`config.mk`:
```
export PLATFORM = sky130hd
export DESIGN_NAME = pvi_unit
export DESIGN_NICKNAME = d
export VERILOG_FILES = /design/src/rtl/pvi_pkg.sv /design/src/rtl/pvi_unit.sv
export SDC_FILE = /design/constraint.sdc
export NUM_CORES = 1
export LEC_CHECK = 0
export BUFFER_PORTS_ARGS = -buffer_cell sky130_fd_sc_hd__buf_4
export CORE_UTILIZATION = 40
export CTS_BUF_LIST = sky130_fd_sc_hd__clkbuf_16
export DETAILED_ROUTE_END_ITERATION = 16
export PLACE_DENSITY_LB_ADDON = 0.2
export SLEW_MARGIN = 20
export SYNTH_ARGS = -nofsm -noshare
export SYNTH_HDL_FRONTEND = slang
export SYNTH_SLANG_ARGS = --single-unit
```
`constraint.sdc`:
```
create_clock -name clk_sys -period 3.1 [get_ports clk_sys]
set_input_delay 0.465 -clock clk_sys [delete_from_list [all_inputs] [get_ports clk_sys]]
set_output_delay 0.465 -clock clk_sys [all_outputs]
set_load 0.01 [all_outputs]
```
`src/rtl/pvi_pkg.sv`:
```
// Function
// - Twenty sources: eight pins, eleven peripherals, break
// - Take only when requested, enabled, flag clear
// - Software sets and clears every enable bit
// - Software clears requests; only hardware sets them
// - Reset and break ignore flag and enables
// - Lowest priority number wins among pending requests
// - Halt core, push program counter and status
// - Fetch vector during push, load program counter
// - Acceptance sets disable flag, clears request bit
// - Reset is priority one, vector at top
// - Four edge pins at priorities 2,3,10,11
// - Serial one receive 4, transmit 5, if selected
// - Timers X and Y underflow at 6, 7
// - Slot 8 takes input d or timer two
// - Slot 9 takes input e or timer three
// - Slot 13 takes input c or timer one
// - Serial two completion at 12 when selected
// - Output timers A and B at 14, 15
// - Slot 16 converter done or trigger falling edge
// - Break instruction is priority 17, non-maskable
// - Vector low byte even, high byte odd
`default_nettype none
package pvi_pkg;
    // Register byte offsets on the APB slave.
    localparam logic [7:0] PVI_OFS_REQ = 8'h00;
    localparam logic [7:0] PVI_OFS_ENABLE = 8'h04;
    localparam logic [7:0] PVI_OFS_EDGE = 8'h08;
    localparam logic [7:0] PVI_OFS_SELECT = 8'h0C;
    localparam logic [7:0] PVI_OFS_STATUS = 8'h10;
    // Counts of maskable slots (priorities 2 to 16) and edge pins.
    localparam int PVI_NSLOT = 15;
    localparam int PVI_NPIN = 7;
    // Priority numbers of the special slots.
    localparam logic [4:0] PVI_PRI_RESET = 5'h01;
    localparam logic [4:0] PVI_PRI_FIRST = 5'h02;
    localparam logic [4:0] PVI_PRI_BREAK = 5'h11;
    // Vector of priority one; every lower priority sits one word below.
    localparam logic [15:0] PVI_VEC_TOP = 16'hFFFC;
    // Stack lives in page one; a full push is three bytes.
    localparam logic [7:0] PVI_STACK_PAGE = 8'h01;
    localparam logic [7:0] PVI_PUSH_BYTES = 8'h03;
    // Select register bit positions.
    localparam int PVI_SEL_SLOT8 = 0;
    localparam int PVI_SEL_SLOT9 = 1;
    localparam int PVI_SEL_SLOT13 = 2;
    localparam int PVI_SEL_SLOT16 = 3;
    localparam int PVI_SEL_SER1 = 4;
    localparam int PVI_SEL_SER2 = 5;
    localparam int PVI_SEL_ADTRIG = 6;
    localparam int PVI_NSEL = 7;
    // Status register bit positions.
    localparam int PVI_ST_FLAG = 0;
    localparam int PVI_ST_BUSY = 1;
    localparam int PVI_ST_SLOT_LSB = 4;
    // Acceptance sequence, Gray coded from idle to load; the step from load back to idle flips two bits.
    typedef enum logic [2:0] {
        PVI_IDLE = 3'h0,
        PVI_PUSH_HI = 3'h1,
        PVI_PUSH_LO = 3'h3,
        PVI_PUSH_PS = 3'h2,
        PVI_LOAD = 3'h6
    } pvi_state_e;
    // Edge pins: a, b, c, d, e, counter a, counter b, plus converter trigger.
    typedef struct packed {
        logic converter_trigger_pin;
        logic counter_pin_b;
        logic counter_pin_a;
        logic ext_edge_in_e;
        logic ext_edge_in_d;
        logic ext_edge_in_c;
        logic ext_edge_in_b;
        logic ext_edge_in_a;
    } pvi_pins_s;
    // One-cycle event pulses from the peripherals.
    typedef struct packed {
        logic ser1_rx_done;
        logic ser1_tx_done;
        logic timer_x_uf;
        logic timer_y_uf;
        logic timer_1_uf;
        logic timer_2_uf;
        logic timer_3_uf;
        logic ser2_done;
        logic timer_a_uf;
        logic timer_b_uf;
        logic adc_done;
    } pvi_periph_s;
    // Core state offered to the unit.
    typedef struct packed {
        logic [15:0] pc;
        logic [7:0] ps;
        logic [7:0] sp;
        logic instr_boundary;
        logic break_instruction;
        logic flag_set;
        logic flag_clear;
    } pvi_core_s;
    // Stack write port.
    typedef struct packed {
        logic we;
        logic [15:0] addr;
        logic [7:0] wdata;
    } pvi_stack_s;
endpackage
`default_nettype wire

```
`src/rtl/pvi_unit.sv`:
```
`default_nettype none
// Prioritised vector interrupt unit with APB register access.
module pvi_unit (
    input wire logic clk_sys,
    input wire logic reset_n,
    // APB slave port.
    input wire logic psel,
    input wire logic penable,
    input wire logic pwrite,
    input wire logic [7:0] paddr,
    input wire logic [31:0] pwdata,
    output logic [31:0] prdata,
    output logic pready,
    output logic pslverr,
    // Event sources: pin levels and peripheral pulses.
    input wire pvi_pkg::pvi_pins_s pins,
    input wire pvi_pkg::pvi_periph_s periph,
    // Core handshake and stack writes.
    input wire pvi_pkg::pvi_core_s core,
    output logic core_halt,
    output logic irq_disable,
    output pvi_pkg::pvi_stack_s stack,
    output logic sp_adjust,
    // Vector fetch and program counter load.
    output logic vec_rd,
    output logic [15:0] vec_addr,
    input wire logic [7:0] vec_data,
    output logic pc_load,
    output logic [15:0] pc_value
);
    // Software-visible state.
    logic [pvi_pkg::PVI_NSLOT-1:0] req; // Request bits, bit k is priority k+2.
    logic [pvi_pkg::PVI_NSLOT-1:0] enable; // Enable bits, same layout.
    logic [pvi_pkg::PVI_NPIN-1:0] edge_pol; // One selects the rising edge.
    logic [pvi_pkg::PVI_NSEL-1:0] src_sel; // Shared-slot and function selects.
    logic flag; // Global disable flag.
    logic break_pend; // Latched break request.

    // Sequence state.
    pvi_pkg::pvi_state_e state; // Acceptance sequence position.
    pvi_pkg::pvi_state_e next_state; // Its next value.
    logic [4:0] act_slot; // Priority number being served.
    logic push_en; // Low only for the reset fetch, which pushes nothing.
    logic [7:0] vec_lo; // Captured low vector byte.
    logic [7:0] vec_hi; // Captured high vector byte.

    // Pin history for edge detection.
    logic [7:0] pin_prev; // Pins one cycle ago.
    logic pin_valid; // History is meaningful.

    // Decoded bus strobes.
    wire logic setup_ph = psel & ~penable; // Setup cycle of a transfer.
    wire logic access_ph = psel & penable; // Access cycle of a transfer.

    // Address match for each register word.
    // Only the exact byte address matches; nothing aliases.
    wire logic hit_req = paddr == pvi_pkg::PVI_OFS_REQ;
    wire logic hit_en = paddr == pvi_pkg::PVI_OFS_ENABLE;
    wire logic hit_edge = paddr == pvi_pkg::PVI_OFS_EDGE;
    wire logic hit_sel = paddr == pvi_pkg::PVI_OFS_SELECT;
    wire logic hit_stat = paddr == pvi_pkg::PVI_OFS_STATUS;

    // Any hit means the address is mapped.
    wire logic mapped = hit_req | hit_en | hit_edge | hit_sel | hit_stat;

    // Write strobes live in the access cycle only.
    // A write lands on the edge that ends that cycle.
    wire logic wr_req = access_ph & pwrite & hit_req;
    wire logic wr_en = access_ph & pwrite & hit_en;
    wire logic wr_edge = access_ph & pwrite & hit_edge;
    wire logic wr_sel = access_ph & pwrite & hit_sel;

    // Every transfer completes in its first access cycle.
    assign pready = access_ph;
    // Unmapped addresses answer with an error, and status is read only.
    assign pslverr = access_ph & (~mapped | (pwrite & hit_stat));

    // Current pin levels in edge-register order.
    wire logic [pvi_pkg::PVI_NPIN-1:0] pin_now = pins[pvi_pkg::PVI_NPIN-1:0];
    wire logic [pvi_pkg::PVI_NPIN-1:0] pin_old = pin_prev[pvi_pkg::PVI_NPIN-1:0];
    wire logic [pvi_pkg::PVI_NPIN-1:0] pin_hit; // Selected edge seen on a pin, one net per bit.

    // Each pin watches the edge that software chose for it.
    genvar gp;
    generate
        for (gp = 0; gp < pvi_pkg::PVI_NPIN; gp++) begin : g_edge
            assign pin_hit[gp] = pin_valid & (edge_pol[gp] ? (pin_now[gp] & ~pin_old[gp]) :
                                                             (~pin_now[gp] & pin_old[gp]));
        end
    endgenerate

    // The converter trigger counts only on a falling edge.
    wire logic trig_fall = pin_valid & pin_prev[pvi_pkg::PVI_NPIN] &
        ~pins.converter_trigger_pin;

    // Shared slots pick one of two sources; the other cannot reach the slot.
    wire logic src8 = src_sel[pvi_pkg::PVI_SEL_SLOT8] ? periph.timer_2_uf : pin_hit[3];
    wire logic src9 = src_sel[pvi_pkg::PVI_SEL_SLOT9] ? periph.timer_3_uf : pin_hit[4];
    wire logic src13 = src_sel[pvi_pkg::PVI_SEL_SLOT13] ? periph.timer_1_uf : pin_hit[2];
    wire logic trig_ok = trig_fall & src_sel[pvi_pkg::PVI_SEL_ADTRIG];
    wire logic src16 = src_sel[pvi_pkg::PVI_SEL_SLOT16] ? trig_ok : periph.adc_done;

    // Serial requests count only while their function is on.
    wire logic ser1_on = src_sel[pvi_pkg::PVI_SEL_SER1];
    wire logic ser2_on = src_sel[pvi_pkg::PVI_SEL_SER2];

    // Hardware events per maskable slot; every pin and peripheral source gathers here, break is latched apart.
    wire logic [pvi_pkg::PVI_NSLOT-1:0] hw_set = {
        src16, // Priority 16.
        periph.timer_b_uf, // Priority 15.
        periph.timer_a_uf, // Priority 14.
        src13, // Priority 13.
        periph.ser2_done & ser2_on, // Priority 12.
        pin_hit[6], // Priority 11, counter pin b.
        pin_hit[5], // Priority 10, counter pin a.
        src9, // Priority 9.
        src8, // Priority 8.
        periph.timer_y_uf, // Priority 7.
        periph.timer_x_uf, // Priority 6.
        periph.ser1_tx_done & ser1_on, // Priority 5.
        periph.ser1_rx_done & ser1_on, // Priority 4.
        pin_hit[1], // Priority 3.
        pin_hit[0] // Priority 2.
    };

    // Maskable candidates need request, enable and a clear flag.
    wire logic [pvi_pkg::PVI_NSLOT-1:0] live = req & enable &
        {pvi_pkg::PVI_NSLOT{~flag}};

    // Picks the lowest set bit, that is the smallest priority number.
    function automatic logic [4:0] pick(input logic [pvi_pkg::PVI_NSLOT-1:0] v);
        logic [4:0] r;
        r = 5'h00;
        for (int i = pvi_pkg::PVI_NSLOT - 1; i >= 0; i--) begin
            if (v[i]) begin
                r = pvi_pkg::PVI_PRI_FIRST + 5'(i);
            end
        end
        return r;
    endfunction

    // Break sits below every maskable slot and ignores the flag.
    wire logic [4:0] mask_pick = pick(live);
    wire logic [4:0] cand = (mask_pick != 5'h00) ? mask_pick :
                            (break_pend ? pvi_pkg::PVI_PRI_BREAK : 5'h00);
    // Acceptance waits for an instruction boundary in the core.
    wire logic accept = (state == pvi_pkg::PVI_IDLE) & core.instr_boundary &
        (cand != 5'h00);

    // One-hot clear of the accepted maskable slot.
    wire logic [4:0] cand_idx = cand - pvi_pkg::PVI_PRI_FIRST;
    wire logic cand_mask = accept & (cand != pvi_pkg::PVI_PRI_BREAK);
    wire logic [pvi_pkg::PVI_NSLOT-1:0] acc_clr = cand_mask ?
        (pvi_pkg::PVI_NSLOT'(1) << cand_idx) : '0;

    // Software writes zero to clear a request; a one leaves it alone.
    wire logic [pvi_pkg::PVI_NSLOT-1:0] sw_clr = wr_req ?
        ~pwdata[pvi_pkg::PVI_NSLOT-1:0] : '0;

    // Request bits: set wins over any clear in the same cycle.
    genvar gs;
    generate
        for (gs = 0; gs < pvi_pkg::PVI_NSLOT; gs++) begin : g_req
            always_ff @(posedge clk_sys) begin
                if (!reset_n) begin
                    req[gs] <= 1'b0;
                end else begin
                    // Set by its event whatever the enable, held until cleared.
                    req[gs] <= hw_set[gs] | (req[gs] & ~sw_clr[gs] & ~acc_clr[gs]);
                end
            end
        end
    endgenerate

    // Configuration registers, all freely written by software.
    always_ff @(posedge clk_sys) begin
        if (!reset_n) begin
            enable <= '0;
            edge_pol <= '0;
            src_sel <= '0;
        end else begin
            // Enables are plain read-write bits.
            if (wr_en) begin
                enable <= pwdata[pvi_pkg::PVI_NSLOT-1:0];
            end
            // Changing an edge cannot fake an event; only a change of pin level hits.
            if (wr_edge) begin
                edge_pol <= pwdata[pvi_pkg::PVI_NPIN-1:0];
            end
            // Selects steer shared slots and gate serial and trigger sources.
            if (wr_sel) begin
                src_sel <= pwdata[pvi_pkg::PVI_NSEL-1:0];
            end
        end
    end

    // Pin history; the first cycle after reset detects nothing.
    always_ff @(posedge clk_sys) begin
        if (!reset_n) begin
            pin_prev <= 8'h00;
            pin_valid <= 1'b0;
        end else begin
            pin_prev <= pins;
            pin_valid <= 1'b1;
        end
    end

    // Break request latch; a new break wins over the acceptance clear.
    always_ff @(posedge clk_sys) begin
        if (!reset_n) begin
            break_pend <= 1'b0;
        end else begin
            break_pend <= core.break_instruction |
                          (break_pend & ~(accept & (cand == pvi_pkg::PVI_PRI_BREAK)));
        end
    end

    // Disable flag: acceptance sets it, the core may set or clear it.
    always_ff @(posedge clk_sys) begin
        if (!reset_n) begin
            flag <= 1'b1;
        end else if (accept | core.flag_set) begin
            flag <= 1'b1;
        end else if (core.flag_clear) begin
            flag <= 1'b0;
        end
    end

    // Sequence steering.
    always_comb begin
        next_state = state;
        case (state)
            pvi_pkg::PVI_IDLE: begin
                // Stop the core and start pushing.
                if (accept) begin
                    next_state = pvi_pkg::PVI_PUSH_HI;
                end
            end
            pvi_pkg::PVI_PUSH_HI: begin
                // Low vector byte read, counter high byte pushed.
                next_state = pvi_pkg::PVI_PUSH_LO;
            end
            pvi_pkg::PVI_PUSH_LO: begin
                // High vector byte read, counter low byte pushed.
                next_state = pvi_pkg::PVI_PUSH_PS;
            end
            pvi_pkg::PVI_PUSH_PS: begin
                // Status pushed while the high byte arrives.
                next_state = pvi_pkg::PVI_LOAD;
            end
            pvi_pkg::PVI_LOAD: begin
                // The core takes the new counter.
                next_state = pvi_pkg::PVI_IDLE;
            end
            default: begin
                // An unused code falls back to idle.
                next_state = pvi_pkg::PVI_IDLE;
            end
        endcase
    end

    // Leaving reset starts a fetch of priority one without pushing.
    // Reset acts as the top interrupt, so its fetch is set up while
    // reset is held and runs out on the first free edges.
    always_ff @(posedge clk_sys) begin
        if (!reset_n) begin
            state <= pvi_pkg::PVI_PUSH_HI;
            act_slot <= pvi_pkg::PVI_PRI_RESET;
            push_en <= 1'b0;
        end else begin
            state <= next_state;
            if (accept) begin
                act_slot <= cand;
                push_en <= 1'b1;
            end
        end
    end

    // Vector bytes arrive one cycle after each read.
    always_ff @(posedge clk_sys) begin
        if (!reset_n) begin
            vec_lo <= 8'h00;
            vec_hi <= 8'h00;
        end else begin
            if (state == pvi_pkg::PVI_PUSH_LO) begin
                vec_lo <= vec_data;
            end
            if (state == pvi_pkg::PVI_PUSH_PS) begin
                vec_hi <= vec_data;
            end
        end
    end

    // Slot address: one word below the top for each priority step.
    wire logic [15:0] slot_base = pvi_pkg::PVI_VEC_TOP -
                                  {10'h000, act_slot - pvi_pkg::PVI_PRI_RESET, 1'b0};
    // Low byte at the even address, high byte at the odd one.
    wire logic rd_lo = state == pvi_pkg::PVI_PUSH_HI;
    wire logic rd_hi = state == pvi_pkg::PVI_PUSH_LO;
    assign vec_rd = rd_lo | rd_hi;
    assign vec_addr = rd_hi ? (slot_base | 16'h0001) : slot_base;

    // Stack writes run alongside the vector reads.
    wire logic in_push = rd_lo | rd_hi | (state == pvi_pkg::PVI_PUSH_PS);
    wire logic [7:0] push_ofs = rd_lo ? 8'h00 : (rd_hi ? 8'h01 : 8'h02);
    // One assignment drives the whole stack port, so it has a single driver.
    assign stack = '{
        we: in_push & push_en,
        addr: {pvi_pkg::PVI_STACK_PAGE, core.sp - push_ofs},
        wdata: rd_lo ? core.pc[15:8] : (rd_hi ? core.pc[7:0] : core.ps)
    };
    // The core lowers its stack pointer by three when loading, except after the reset fetch, which pushed nothing.
    assign sp_adjust = (state == pvi_pkg::PVI_LOAD) & push_en;

    // Core is held for the whole sequence; the vector lands at the end.
    assign core_halt = state != pvi_pkg::PVI_IDLE;
    assign pc_load = state == pvi_pkg::PVI_LOAD;
    assign pc_value = {vec_hi, vec_lo};
    // The flag goes straight to the core with no extra delay.
    assign irq_disable = flag;

    // Read data is captured in the setup cycle and held through access.
    // Status shows the flag, busy and the last priority served.
    wire logic [31:0] stat_word = {23'h000000, act_slot, 2'h0,
        core_halt, flag};
    wire logic [31:0] rd_mux = hit_req ? {17'h00000, req} :
                               hit_en ? {17'h00000, enable} :
                               hit_edge ? {25'h0000000, edge_pol} :
                               hit_sel ? {25'h0000000, src_sel} :
                               hit_stat ? stat_word : 32'h00000000;
    always_ff @(posedge clk_sys) begin
        if (!reset_n) begin
            prdata <= 32'h00000000;
        end else if (setup_ph & ~pwrite) begin
            prdata <= rd_mux;
        end
    end
endmodule // pvi_unit
`default_nettype wire

```
==> flow_summary.yaml, run 1 <==
setup_path:
  register_to_register_path_depth: 10
  largest_fanout_of_any_net_on_the_critical_path: 6
  path_class: "register to register"
  worst_ep_required_time_ps: 3320
  critPathTopFamily: "simple AND/OR/NAND/NOR gates"
  slowest_cell_on_the_critical_path: "sky130_fd_sc_hd__nor4b_1"
  buffers_plus_inverters_on_the_worst_setup_path: 1
  timing.reg2reg.setup_slack_ps: 210
  critical_path.endpoint_type: "register"
  cp_cell_sequence: "a22oi_2, or3b_1, a311o_1, nand2_2, inv_2, ha_1, nor2b_1, mux2i_1, nor4b_1, o21ai_1"
  r2r_start: "req[10]"
  cp_launch_type: "register"
  critical_path.startpoint: "req[10]"
  worstReg2RegEnd: "req[2]"
  worst_endpoint_data_arrival_time_ps: 3100
  slowest_delay_ps: 460
drt:
  postRouteWirelength_mm: 15.2
  detailedRoute.firstPassIterationCount: 5
  antenna_violating_nets_post_route: 0
  post_drt_via_cell_ratio: 5.23
  vias: 4962
  wl_per_cell_um: 16.0
  drc: 0
  drtIter0Drc: 272
synth:
  synth_cell_type_count: 67
  synth_cells: 633
  postSynthRegisterBits: 95
  synth_enable_flop_cells: 0
  yosys_warnings: 0
  asyncSetResetFlopFracSynth_pct: 0
  synth.avg_cell_area_um2: 8.45
  seq_area_frac_synth_pct: 35.6
  synth.cell_area_um2: 5350
  synth-main-ff-cell: "sky130_fd_sc_hd__dfxtp_1"
finish:
  number_of_nets_in_the_layout: 887
  ratio_of_cells_with_drive_above_1_in_the_final_layout_pct: 25.7
  area_growth_pct: 26.9
  insertedDiodeCount: 0
  final.fill_count: 1216
  most-common-layout-cells: "sky130_fd_sc_hd__buf_4 (163), sky130_fd_sc_hd__nand2_1 (102), sky130_fd_sc_hd__dfxtp_1 (94)"
  layout.cells.most_common: "sky130_fd_sc_hd__buf_4"
  design_area_um2: 6790
  finalCoreUtilization_pct: 52.9
placement:
  port_buffers: 152
  routabilityCongestion: 0.915
  place_area_um2: 6520
  dpl_worst_slack_ps: 274
  hpwlAfterDp_mm: 11.8
cts:
  cts.path.max_buffers: 2
  tritoncts: "yes"
  cts_buffers: 9
  cts.clk_slew.worst_paths_ps: 70
  cts_max_level: 3
  insertion_delay_of_the_later_clocked_pin_in_the_worst_skew_pair_ps: 350
  clock-root-buffer: "sky130_fd_sc_hd__clkbuf_16"
  clkSinkCount: 95
  count_of_hold_fix_buffers_inserted_at_cts: 0
floorplanning:
  dieArea_um2: 13800
  fp.dieW_um: 118
  initial_utilization_pct: 41.7
  chipHeight_um: 118
  fp-row-count: 41
  placeableCoreArea_um2: 12800
  design.portCount: 204
timing:
  final_period_minus_worst_setup_slack_ps: 2890
  final.setup.worst_slack_ps: 215
  max_slew.worst_pin.slew_ps: 675
  final_max_slew_viol_count: 0
  max_freq_mhz: 347
  finalSetupViolations: 0
  fin_tns_setup_ps: 0
  finalHoldViolCount: 0
  max_slew_margin_pct: 54.4
  final_min_period_over_clock_period_pct: 93.1
  rsz0062_at_grt: "false"
  fin_skew_ps: 8.42
global_routing:
  grt_overflow: 0
  grt_pass1_wl_mm: 24.4
  grt_usage_pct: 22.0
  number_of_antenna_violations_at_the_first_check_in_global_routing: 0
  via_count_of_the_first_global_routing_pass: 4862
  grt_max_degree: 56
status:
  run_status: "finished, final reports clean"
power:
  vdd_ir_drop_max_v: 0.000280
  leakagePower_uw: 0.00304
  power.density_cell_area_nw_per_um2: 404
hold_path:
  launch_point_of_the_worst_hold_path: "core[1]"
  whs_path_depth: 3
  hold_path.class: "input pin to register"
  hold_path_end: "irq_disable"
job:
  cap_violations: 0
-- cells in the mapped netlist, types with 2 or more instances --
cell type	instances	area [um^2]
sky130_fd_sc_hd__dfxtp_1	95	1900
sky130_fd_sc_hd__a21o_1	3	22.5
sky130_fd_sc_hd__xor2_1	5	43.8
sky130_fd_sc_hd__and3_1	2	12.5
sky130_fd_sc_hd__o211a_1	14	140
sky130_fd_sc_hd__or2_2	2	12.5
sky130_fd_sc_hd__nand3_1	4	20.0
sky130_fd_sc_hd__clkbuf_1	19	71.3
sky130_fd_sc_hd__a32oi_1	5	43.8
sky130_fd_sc_hd__buf_2	7	35.0
sky130_fd_sc_hd__mux2i_1	34	340
sky130_fd_sc_hd__o21ai_1	8	40.0
sky130_fd_sc_hd__and2_1	16	100
sky130_fd_sc_hd__a22oi_1	12	90.1
sky130_fd_sc_hd__nor3_1	8	40.0
sky130_fd_sc_hd__a22oi_2	3	37.5
sky130_fd_sc_hd__a222oi_1	3	30.0
sky130_fd_sc_hd__inv_1	23	86.3
sky130_fd_sc_hd__buf_1	3	11.3
sky130_fd_sc_hd__a21boi_1	20	150
sky130_fd_sc_hd__nand2b_1	3	18.8
sky130_fd_sc_hd__a21boi_0	8	60.1
sky130_fd_sc_hd__nor2b_1	34	213
sky130_fd_sc_hd__or3_1	2	12.5
sky130_fd_sc_hd__a21oi_1	18	90.1
sky130_fd_sc_hd__o21ai_0	17	85.1
sky130_fd_sc_hd__buf_4	36	270
sky130_fd_sc_hd__nor3_2	2	20.0
sky130_fd_sc_hd__o211ai_1	8	60.1
sky130_fd_sc_hd__nor4b_1	2	17.5
sky130_fd_sc_hd__a41oi_1	4	35.0
sky130_fd_sc_hd__xnor2_1	5	43.8
sky130_fd_sc_hd__o22ai_1	5	31.3
sky130_fd_sc_hd__conb_1	2	7.51
sky130_fd_sc_hd__nor2_1	26	97.6
sky130_fd_sc_hd__o41ai_1	3	26.3
sky130_fd_sc_hd__a31oi_1	3	18.8
sky130_fd_sc_hd__ha_1	4	50.1
sky130_fd_sc_hd__o21a_1	9	67.6
sky130_fd_sc_hd__nand2_1	102	383
sky130_fd_sc_hd__nor4_1	4	25.0
sky130_fd_sc_hd__nor3b_1	10	75.1
sky130_fd_sc_hd__a22o_1	10	87.6
sky130_fd_sc_hd__mux2_2	7	78.8
-- stage by stage --
step,hold slack [ps],cells,power (uW)
2_1_floorplan,442,665,1570
3_3_place_gp,455,935,1780
3_5_place_dp,469,935,1790
4_1_cts,324,949,2760
5_1_grt,329,949,2870
6_report,327,949,2740
-- final cells by class --
class | instances | area [um^2] | area share, %
multi-input combinational | 480 | 3100 | 45.6
sequential | 95 | 1900 | 28.0
timing repair buffer | 163 | 1220 | 18.0
clock buffer | 9 | 225 | 3.32
tap | 172 | 215 | 3.17
inverter | 25 | 93.8 | 1.38
clock inverter | 5 | 28.8 | 0.424
-- metal layers --
| metal | up-vias | part of all wire, % | GRT usage (%) |
|---|---|---|---|
| met1 | 2327 | 42 | 27.3 |
| met5 | - | 0 | 0 |
| met4 | 0 | 2.0 | 7.69 |
| met2 | 165 | 49 | 36.9 |
| met3 | 26 | 6.3 | 5.14 |
| li1 | 2444 | - | - |
-- registers in the layout (all words and copies together) (netlist names) --
| signal | cells |
|---|---|
| state | 3 |
| act_slot | 5 |
| vec_hi | 8 |
| pin_prev | 8 |
| vec_lo | 8 |
| break_pend | 1 |
| req | 15 |
| enable | 15 |
| irq_disable | 1 |
| prdata | 15 |
| src_sel | 7 |
| edge_pol | 7 |
| push_en | 1 |
| pin_valid | 1 |
-- cell families (layout without fill, tap and decap cells) --
logic type               count (synthesis)  count (layout)  share of synthesized area [%]
multiplexers                            41              41                           7.84
XOR/XNOR                                10              10                           1.64
AO/OA/AOI/OAI                          162             162                           22.8
adder cells (fa/ha/maj)                  5               5                           1.31
other                                    2              34                          0.140
flip-flops                              95              95                           35.6
AND/OR/NAND/NOR                        228             228                           21.7
buffers and inverters                   90             202                           9.01
-- worst reg2reg max path, cell delays in order, from the launching register on --
cell	delay, ps
sky130_fd_sc_hd__dfxtp_1	340
sky130_fd_sc_hd__a22oi_2	260
sky130_fd_sc_hd__or3b_1	380
sky130_fd_sc_hd__a311o_1	380
sky130_fd_sc_hd__nand2_2	90
sky130_fd_sc_hd__inv_2	40
sky130_fd_sc_hd__ha_1	350
sky130_fd_sc_hd__nor2b_1	180
sky130_fd_sc_hd__mux2i_1	150
sky130_fd_sc_hd__nor4b_1	460
sky130_fd_sc_hd__o21ai_1	120
-- worst max-delay path by stage --
stage               slack (ps)        end  cells after the start
finish                     210     req[2]                     10
global placement           280     req[2]                     10
CTS                        110  stack[15]                      9
global route                30     req[2]                     10
floorplan                  600    req[10]                     10
detailed placement         270     req[2]                     10
-- what timing repair did --
item,CTS,global route
setup endpoints to repair,0,1
resized for setup,0,2
setup buffers,0,0
-- report_power, final --
part | leakage [uW] | switching (uW) | internal [uW] | total, uW
Combinational | 0.00214 | 227 | 233 | 461
Sequential | 0.000775 | 37.6 | 1260 | 1300
Clock | 0.000128 | 449 | 529 | 978
Total | 0.00304 | 714 | 2030 | 2740
(Power assumes the default switching activity.)
==> inputs of run 2 (changes only) <==
--- a/config.mk
+++ b/config.mk
@@ -9,6 +9,7 @@
 export CORE_UTILIZATION = 40
 export CTS_BUF_LIST = sky130_fd_sc_hd__clkbuf_16
 export DETAILED_ROUTE_END_ITERATION = 16
+export MAX_ROUTING_LAYER = met4
 export PLACE_DENSITY_LB_ADDON = 0.2
 export SLEW_MARGIN = 20
 export SYNTH_ARGS = -nofsm -noshare
==> flow_summary.yaml, run 2 (synthesis gave the netlist of run 1 again) <==
global_routing:
  met3_grt_util_pct: 4.07
  grt_max_degree: 49
  layer_with_the_highest_usage_after_global_routing: "met2"
  grt.met2_usage_pct: 36.6
  grt_usage_pct: 22.4
  grt_overflow: 0
  global_route.usage.met1_pct: 27.9
  grt_pass1_wl_mm: 24.2
  via_count_of_the_first_global_routing_pass: 4700
  number_of_antenna_violations_at_the_first_check_in_global_routing: 0
cts:
  clkSinkCount: 95
  tritoncts: "yes"
  insertion_delay_of_the_later_clocked_pin_in_the_worst_skew_pair_ps: 350
  cts.path.max_buffers: 2
  clock-root-buffer: "sky130_fd_sc_hd__clkbuf_16"
  cts_buffers: 9
  count_of_hold_fix_buffers_inserted_at_cts: 0
  cts_max_level: 3
  cts.clk_slew.worst_paths_ps: 70
setup_path:
  worstReg2RegEnd: "req[2]"
  critical_path.endpoint_type: "register"
  path_class: "register to register"
  critical_path.startpoint: "req[10]"
  cp_launch_type: "register"
  worst_ep_required_time_ps: 3320
  timing.reg2reg.setup_slack_ps: 170
  r2r_start: "req[10]"
  register_to_register_path_depth: 10
  largest_fanout_of_any_net_on_the_critical_path: 6
  worst_endpoint_data_arrival_time_ps: 3150
  crit_path_end: "req[2]"
status:
  run_status: "finished, final reports clean"
finish:
  number_of_nets_in_the_layout: 887
  area_growth_pct: 27.9
  design_area_um2: 6840
  most-common-layout-cells: "sky130_fd_sc_hd__buf_4 (163), sky130_fd_sc_hd__nand2_1 (102), sky130_fd_sc_hd__dfxtp_1 (94)"
  finalCoreUtilization_pct: 53.3
  insertedDiodeCount: 0
  final_cells: 950
  ratio_of_cells_with_drive_above_1_in_the_final_layout_pct: 26.1
  biggestRegsByFlops: "enable: 15 flops, prdata: 15 flops, req: 15 flops"
  layout.cells.most_common: "sky130_fd_sc_hd__buf_4"
  final.fill_count: 1216
power:
  total_power_uw: 2940
  p_switching_uw: 743
  power.density_cell_area_nw_per_um2: 430
  leakagePower_uw: 0.00306
  vdd_ir_drop_max_v: 0.000214
  cell_internal_pwr_uw: 2200
  pwr-share-comb_pct: 15.7
  power_frac_seq_pct: 44.3
  clk_network_pwr_share_pct: 40.0
  swShare_pct: 25.3
drt:
  antenna_violating_nets_post_route: 0
  drtIter0Drc: 284
  vias: 4986
  postRouteWirelength_mm: 15.3
  drc: 0
  wl_per_cell_um: 16.1
  detailedRoute.firstPassIterationCount: 5
  post_drt_via_cell_ratio: 5.25
placement:
  place.detailed.instances: 935
  place_area_um2: 6520
  port_buffers: 152
  hpwlAfterDp_mm: 11.9
  routabilityCongestion: 0.927
timing:
  final_min_period_over_clock_period_pct: 94.7
  fin_skew_ps: 8.98
  final_max_slew_viol_count: 0
  finalSetupViolations: 0
  max_freq_mhz: 341
  final_period_minus_worst_setup_slack_ps: 2930
  rsz0062_at_grt: "false"
  finalHoldViolCount: 0
  max_slew.worst_pin.slew_ps: 671
  max_slew_margin_pct: 54.7
  fin_tns_setup_ps: 0
job:
  cap_violations: 0
floorplanning:
  fp.dieW_um: 118
  initial_utilization_pct: 41.7
  design.portCount: 204
  dieArea_um2: 13800
  fp-row-count: 41
  chipHeight_um: 118
  placeableCoreArea_um2: 12800
hold_path:
  hold_path.class: "input pin to register"
## run 2: layout make-up
type / count / area (um^2) / area share [%]
inverters: 25 / 93.8 / 1.37
well taps: 172 / 215 / 3.15
multi-input cells: 480 / 3100 / 45.2
repair buffers: 163 / 1220 / 17.9
clock buffers: 9 / 225 / 3.29
clock inverters: 6 / 85.1 / 1.24
flip-flops and latches: 95 / 1900 / 27.8
## run 2: worst min path at each step
stage / from / to / slack, ps / cells after the start
CTS: core[1] / irq_disable / 320 / 3
detailed placement: vec_lo[3] / vec_lo[3] / 460 / 2
global route: core[1] / irq_disable / 320 / 3
floorplan: push_en / push_en / 440 / 2
global placement: vec_lo[0] / vec_lo[0] / 450 / 2
finish: core[1] / irq_disable / 320 / 3
## run 2: what timing repair did
item                                    in CTS  in global routing
endpoints found under the setup margin       0                  2
gates resized for setup                      0                  2
buffers inserted                             0                  0
## run 2: per-layer routing
| layer | up-vias | wire, um |
|---|---|---|
| met4 | 0 | 291 |
| met2 | 144 | 7530 |
| met5 | - | 0 |
| met3 | 24 | 782 |
| met1 | 2366 | 6690 |
| li1 | 2452 | - |
## run 2: power by group through the flow
stage / Sequential (uW) / Clock (uW) / Combinational [uW]
3_5_place_dp: 1330 / 0 / 462
3_3_place_gp: 1330 / 0 / 452
2_1_floorplan: 1330 / 0 / 246
5_1_grt: 1310 / 1250 / 504
4_1_cts: 1300 / 1200 / 465
6_report: 1300 / 1180 / 463
## run 2: critical path, cell delays in order, from the launching register on
cell and delay [ps]:
sky130_fd_sc_hd__dfxtp_1 350, sky130_fd_sc_hd__a22oi_2 260, sky130_fd_sc_hd__or3b_1 390, sky130_fd_sc_hd__a311o_1 370, sky130_fd_sc_hd__nand2_2 90, sky130_fd_sc_hd__inv_2 40
sky130_fd_sc_hd__ha_1 350, sky130_fd_sc_hd__nor2b_1 200, sky130_fd_sc_hd__mux2i_1 160, sky130_fd_sc_hd__nor4b_1 490, sky130_fd_sc_hd__o21ai_1 130
## run 2: stage by stage
stage,hold slack (ps),setup slack [ps]
finish,320,165
global route,319,42.7
CTS,318,107
detailed placement,461,263
global placement,454,295
floorplan,442,596
==> inputs of run 3 (changes only) <==
--- a/config.mk
+++ b/config.mk
@@ -6,7 +6,7 @@
 export NUM_CORES = 1
 export LEC_CHECK = 0
 export BUFFER_PORTS_ARGS = -buffer_cell sky130_fd_sc_hd__buf_4
-export CORE_UTILIZATION = 40
+export CORE_UTILIZATION = 50
 export CTS_BUF_LIST = sky130_fd_sc_hd__clkbuf_16
 export DETAILED_ROUTE_END_ITERATION = 16
 export MAX_ROUTING_LAYER = met4
==> flow_summary.yaml, run 3 (synthesis gave the netlist of run 1 again) <==
timing:
  finalHoldViolCount: 0
  max_slew.worst_pin.slew_ps: 861
  final_max_slew_viol_count: 0
  fin_skew_ps: 9.15
  max_freq_mhz: 350
  final_min_period_over_clock_period_pct: 92.1
  final_period_minus_worst_setup_slack_ps: 2850
  max_slew_margin_pct: 42.6
  rsz0062_at_grt: "false"
  fin_tns_setup_ps: 0
  finalSetupViolations: 0
cts:
  insertion_delay_of_the_later_clocked_pin_in_the_worst_skew_pair_ps: 350
  clock-root-buffer: "sky130_fd_sc_hd__clkbuf_16"
  post_cts_resized: 0
  cts.path.max_buffers: 2
  tritoncts: "yes"
  cts_buffers: 9
  count_of_hold_fix_buffers_inserted_at_cts: 0
  cts_max_level: 3
  post-cts-setup-buffer-count: 0
  cts.clk_slew.worst_paths_ps: 70
  clkSinkCount: 95
status:
  run_status: "finished, final reports clean"
power:
  power.density_cell_area_nw_per_um2: 446
  leakagePower_uw: 0.00306
  vdd_ir_drop_max_v: 0.000289
setup_path:
  register_to_register_path_depth: 10
  worst_endpoint_data_arrival_time_ps: 3070
  cp_launch_type: "register"
  largest_fanout_of_any_net_on_the_critical_path: 6
  worst_ep_required_time_ps: 3310
  path_class: "register to register"
  critical_path.endpoint_type: "register"
hold_path:
  whs_path_depth: 2
  hold_path.class: "input pin to register"
drt:
  post_drt_via_cell_ratio: 5.48
  wl_per_cell_um: 16.2
  vias: 5004
  antenna_violating_nets_post_route: 0
  detailedRoute.firstPassIterationCount: 5
  postRouteWirelength_mm: 14.8
  drc: 0
  drtIter0Drc: 319
global_routing:
  grt_pass1_wl_mm: 23.8
  grt_max_degree: 100
  grt_overflow: 0
  via_count_of_the_first_global_routing_pass: 4820
  number_of_antenna_violations_at_the_first_check_in_global_routing: 0
  grt_usage_pct: 27.9
placement:
  port_buffers: 152
  hpwlAfterDp_mm: 11.1
  routabilityCongestion: 0.929
finish:
  insertedDiodeCount: 0
  ratio_of_cells_with_drive_above_1_in_the_final_layout_pct: 25.9
  layout.cells.most_common: "sky130_fd_sc_hd__buf_4"
  most-common-layout-cells: "sky130_fd_sc_hd__buf_4 (161), sky130_fd_sc_hd__nand2_1 (102), sky130_fd_sc_hd__dfxtp_1 (95)"
  final.fill_count: 927
  finalCoreUtilization_pct: 66.0
  number_of_nets_in_the_layout: 885
  area_growth_pct: 27.4
  biggestRegsByFlops: "enable: 15 flops, prdata: 15 flops, req: 15 flops"
floorplanning:
  design.portCount: 204
  dieArea_um2: 11100
  placeableCoreArea_um2: 10300
  fp-row-count: 37
  initial_utilization_pct: 51.8
  chipHeight_um: 105
  fp.dieW_um: 105
job:
  cap_violations: 0
[run 3: power breakdown]
| part | switching, uW | internal (uW) | total [uW] |
|---|---|---|---|
| Sequential | 29.5 | 1260 | 1290 |
| Clock | 488 | 790 | 1280 |
| Combinational | 233 | 234 | 467 |
| Total | 751 | 2290 | 3040 |
[run 3: stage by stage]
stage          instances  total power, uW  worst slack, ps  hold slack [ps]  cell area [um^2]
5_1_grt              913             3150             20.5              331              6810
3_3_place_gp         897             1770              293              456              6460
4_1_cts              913             3050              205              322              6810
6_report             913             3040              245              330              6810
2_1_floorplan        665             1570              596              442              5470
3_5_place_dp         897             1780              240              461              6460
[run 3: metal layers]
layer	vias up	GRT usage, %	share of wire, %
met4	0	11.8	2.7
met1	2343	34.3	42
li1	2435	-	-
met5	-	-	0
met2	196	45.1	48
met3	30	5.01	6.5
[run 3: critical path: stages (launching register included)]
cell and delay (ps):
sky130_fd_sc_hd__dfxtp_1 340, sky130_fd_sc_hd__a22oi_2 240, sky130_fd_sc_hd__or3b_1 380, sky130_fd_sc_hd__a311o_1 370, sky130_fd_sc_hd__nand2_2 90, sky130_fd_sc_hd__inv_2 70
sky130_fd_sc_hd__ha_1 360, sky130_fd_sc_hd__nor2b_1 190, sky130_fd_sc_hd__mux2i_1 160, sky130_fd_sc_hd__nor4_1 370, sky130_fd_sc_hd__o21ai_1 160
[run 3: final timing paths]
kind,slack (ps),end,start
worst max-delay path,250,req[3],req[10]
worst min-delay path,330,pin_prev[7],pins[7]
worst max register to register,250,req[3],req[10]
worst min register to register,470,vec_lo[2],vec_lo[2]
[run 3: cell type report]
type	instances	area [um^2]	area share (%)
clock buffer	9	225	3.31
clock inverter	7	119	1.74
inverter	25	93.8	1.38
multi-input combinational	480	3100	45.4
sequential	95	1900	27.9
tap	136	170	2.50
timing repair buffer	161	1210	17.7
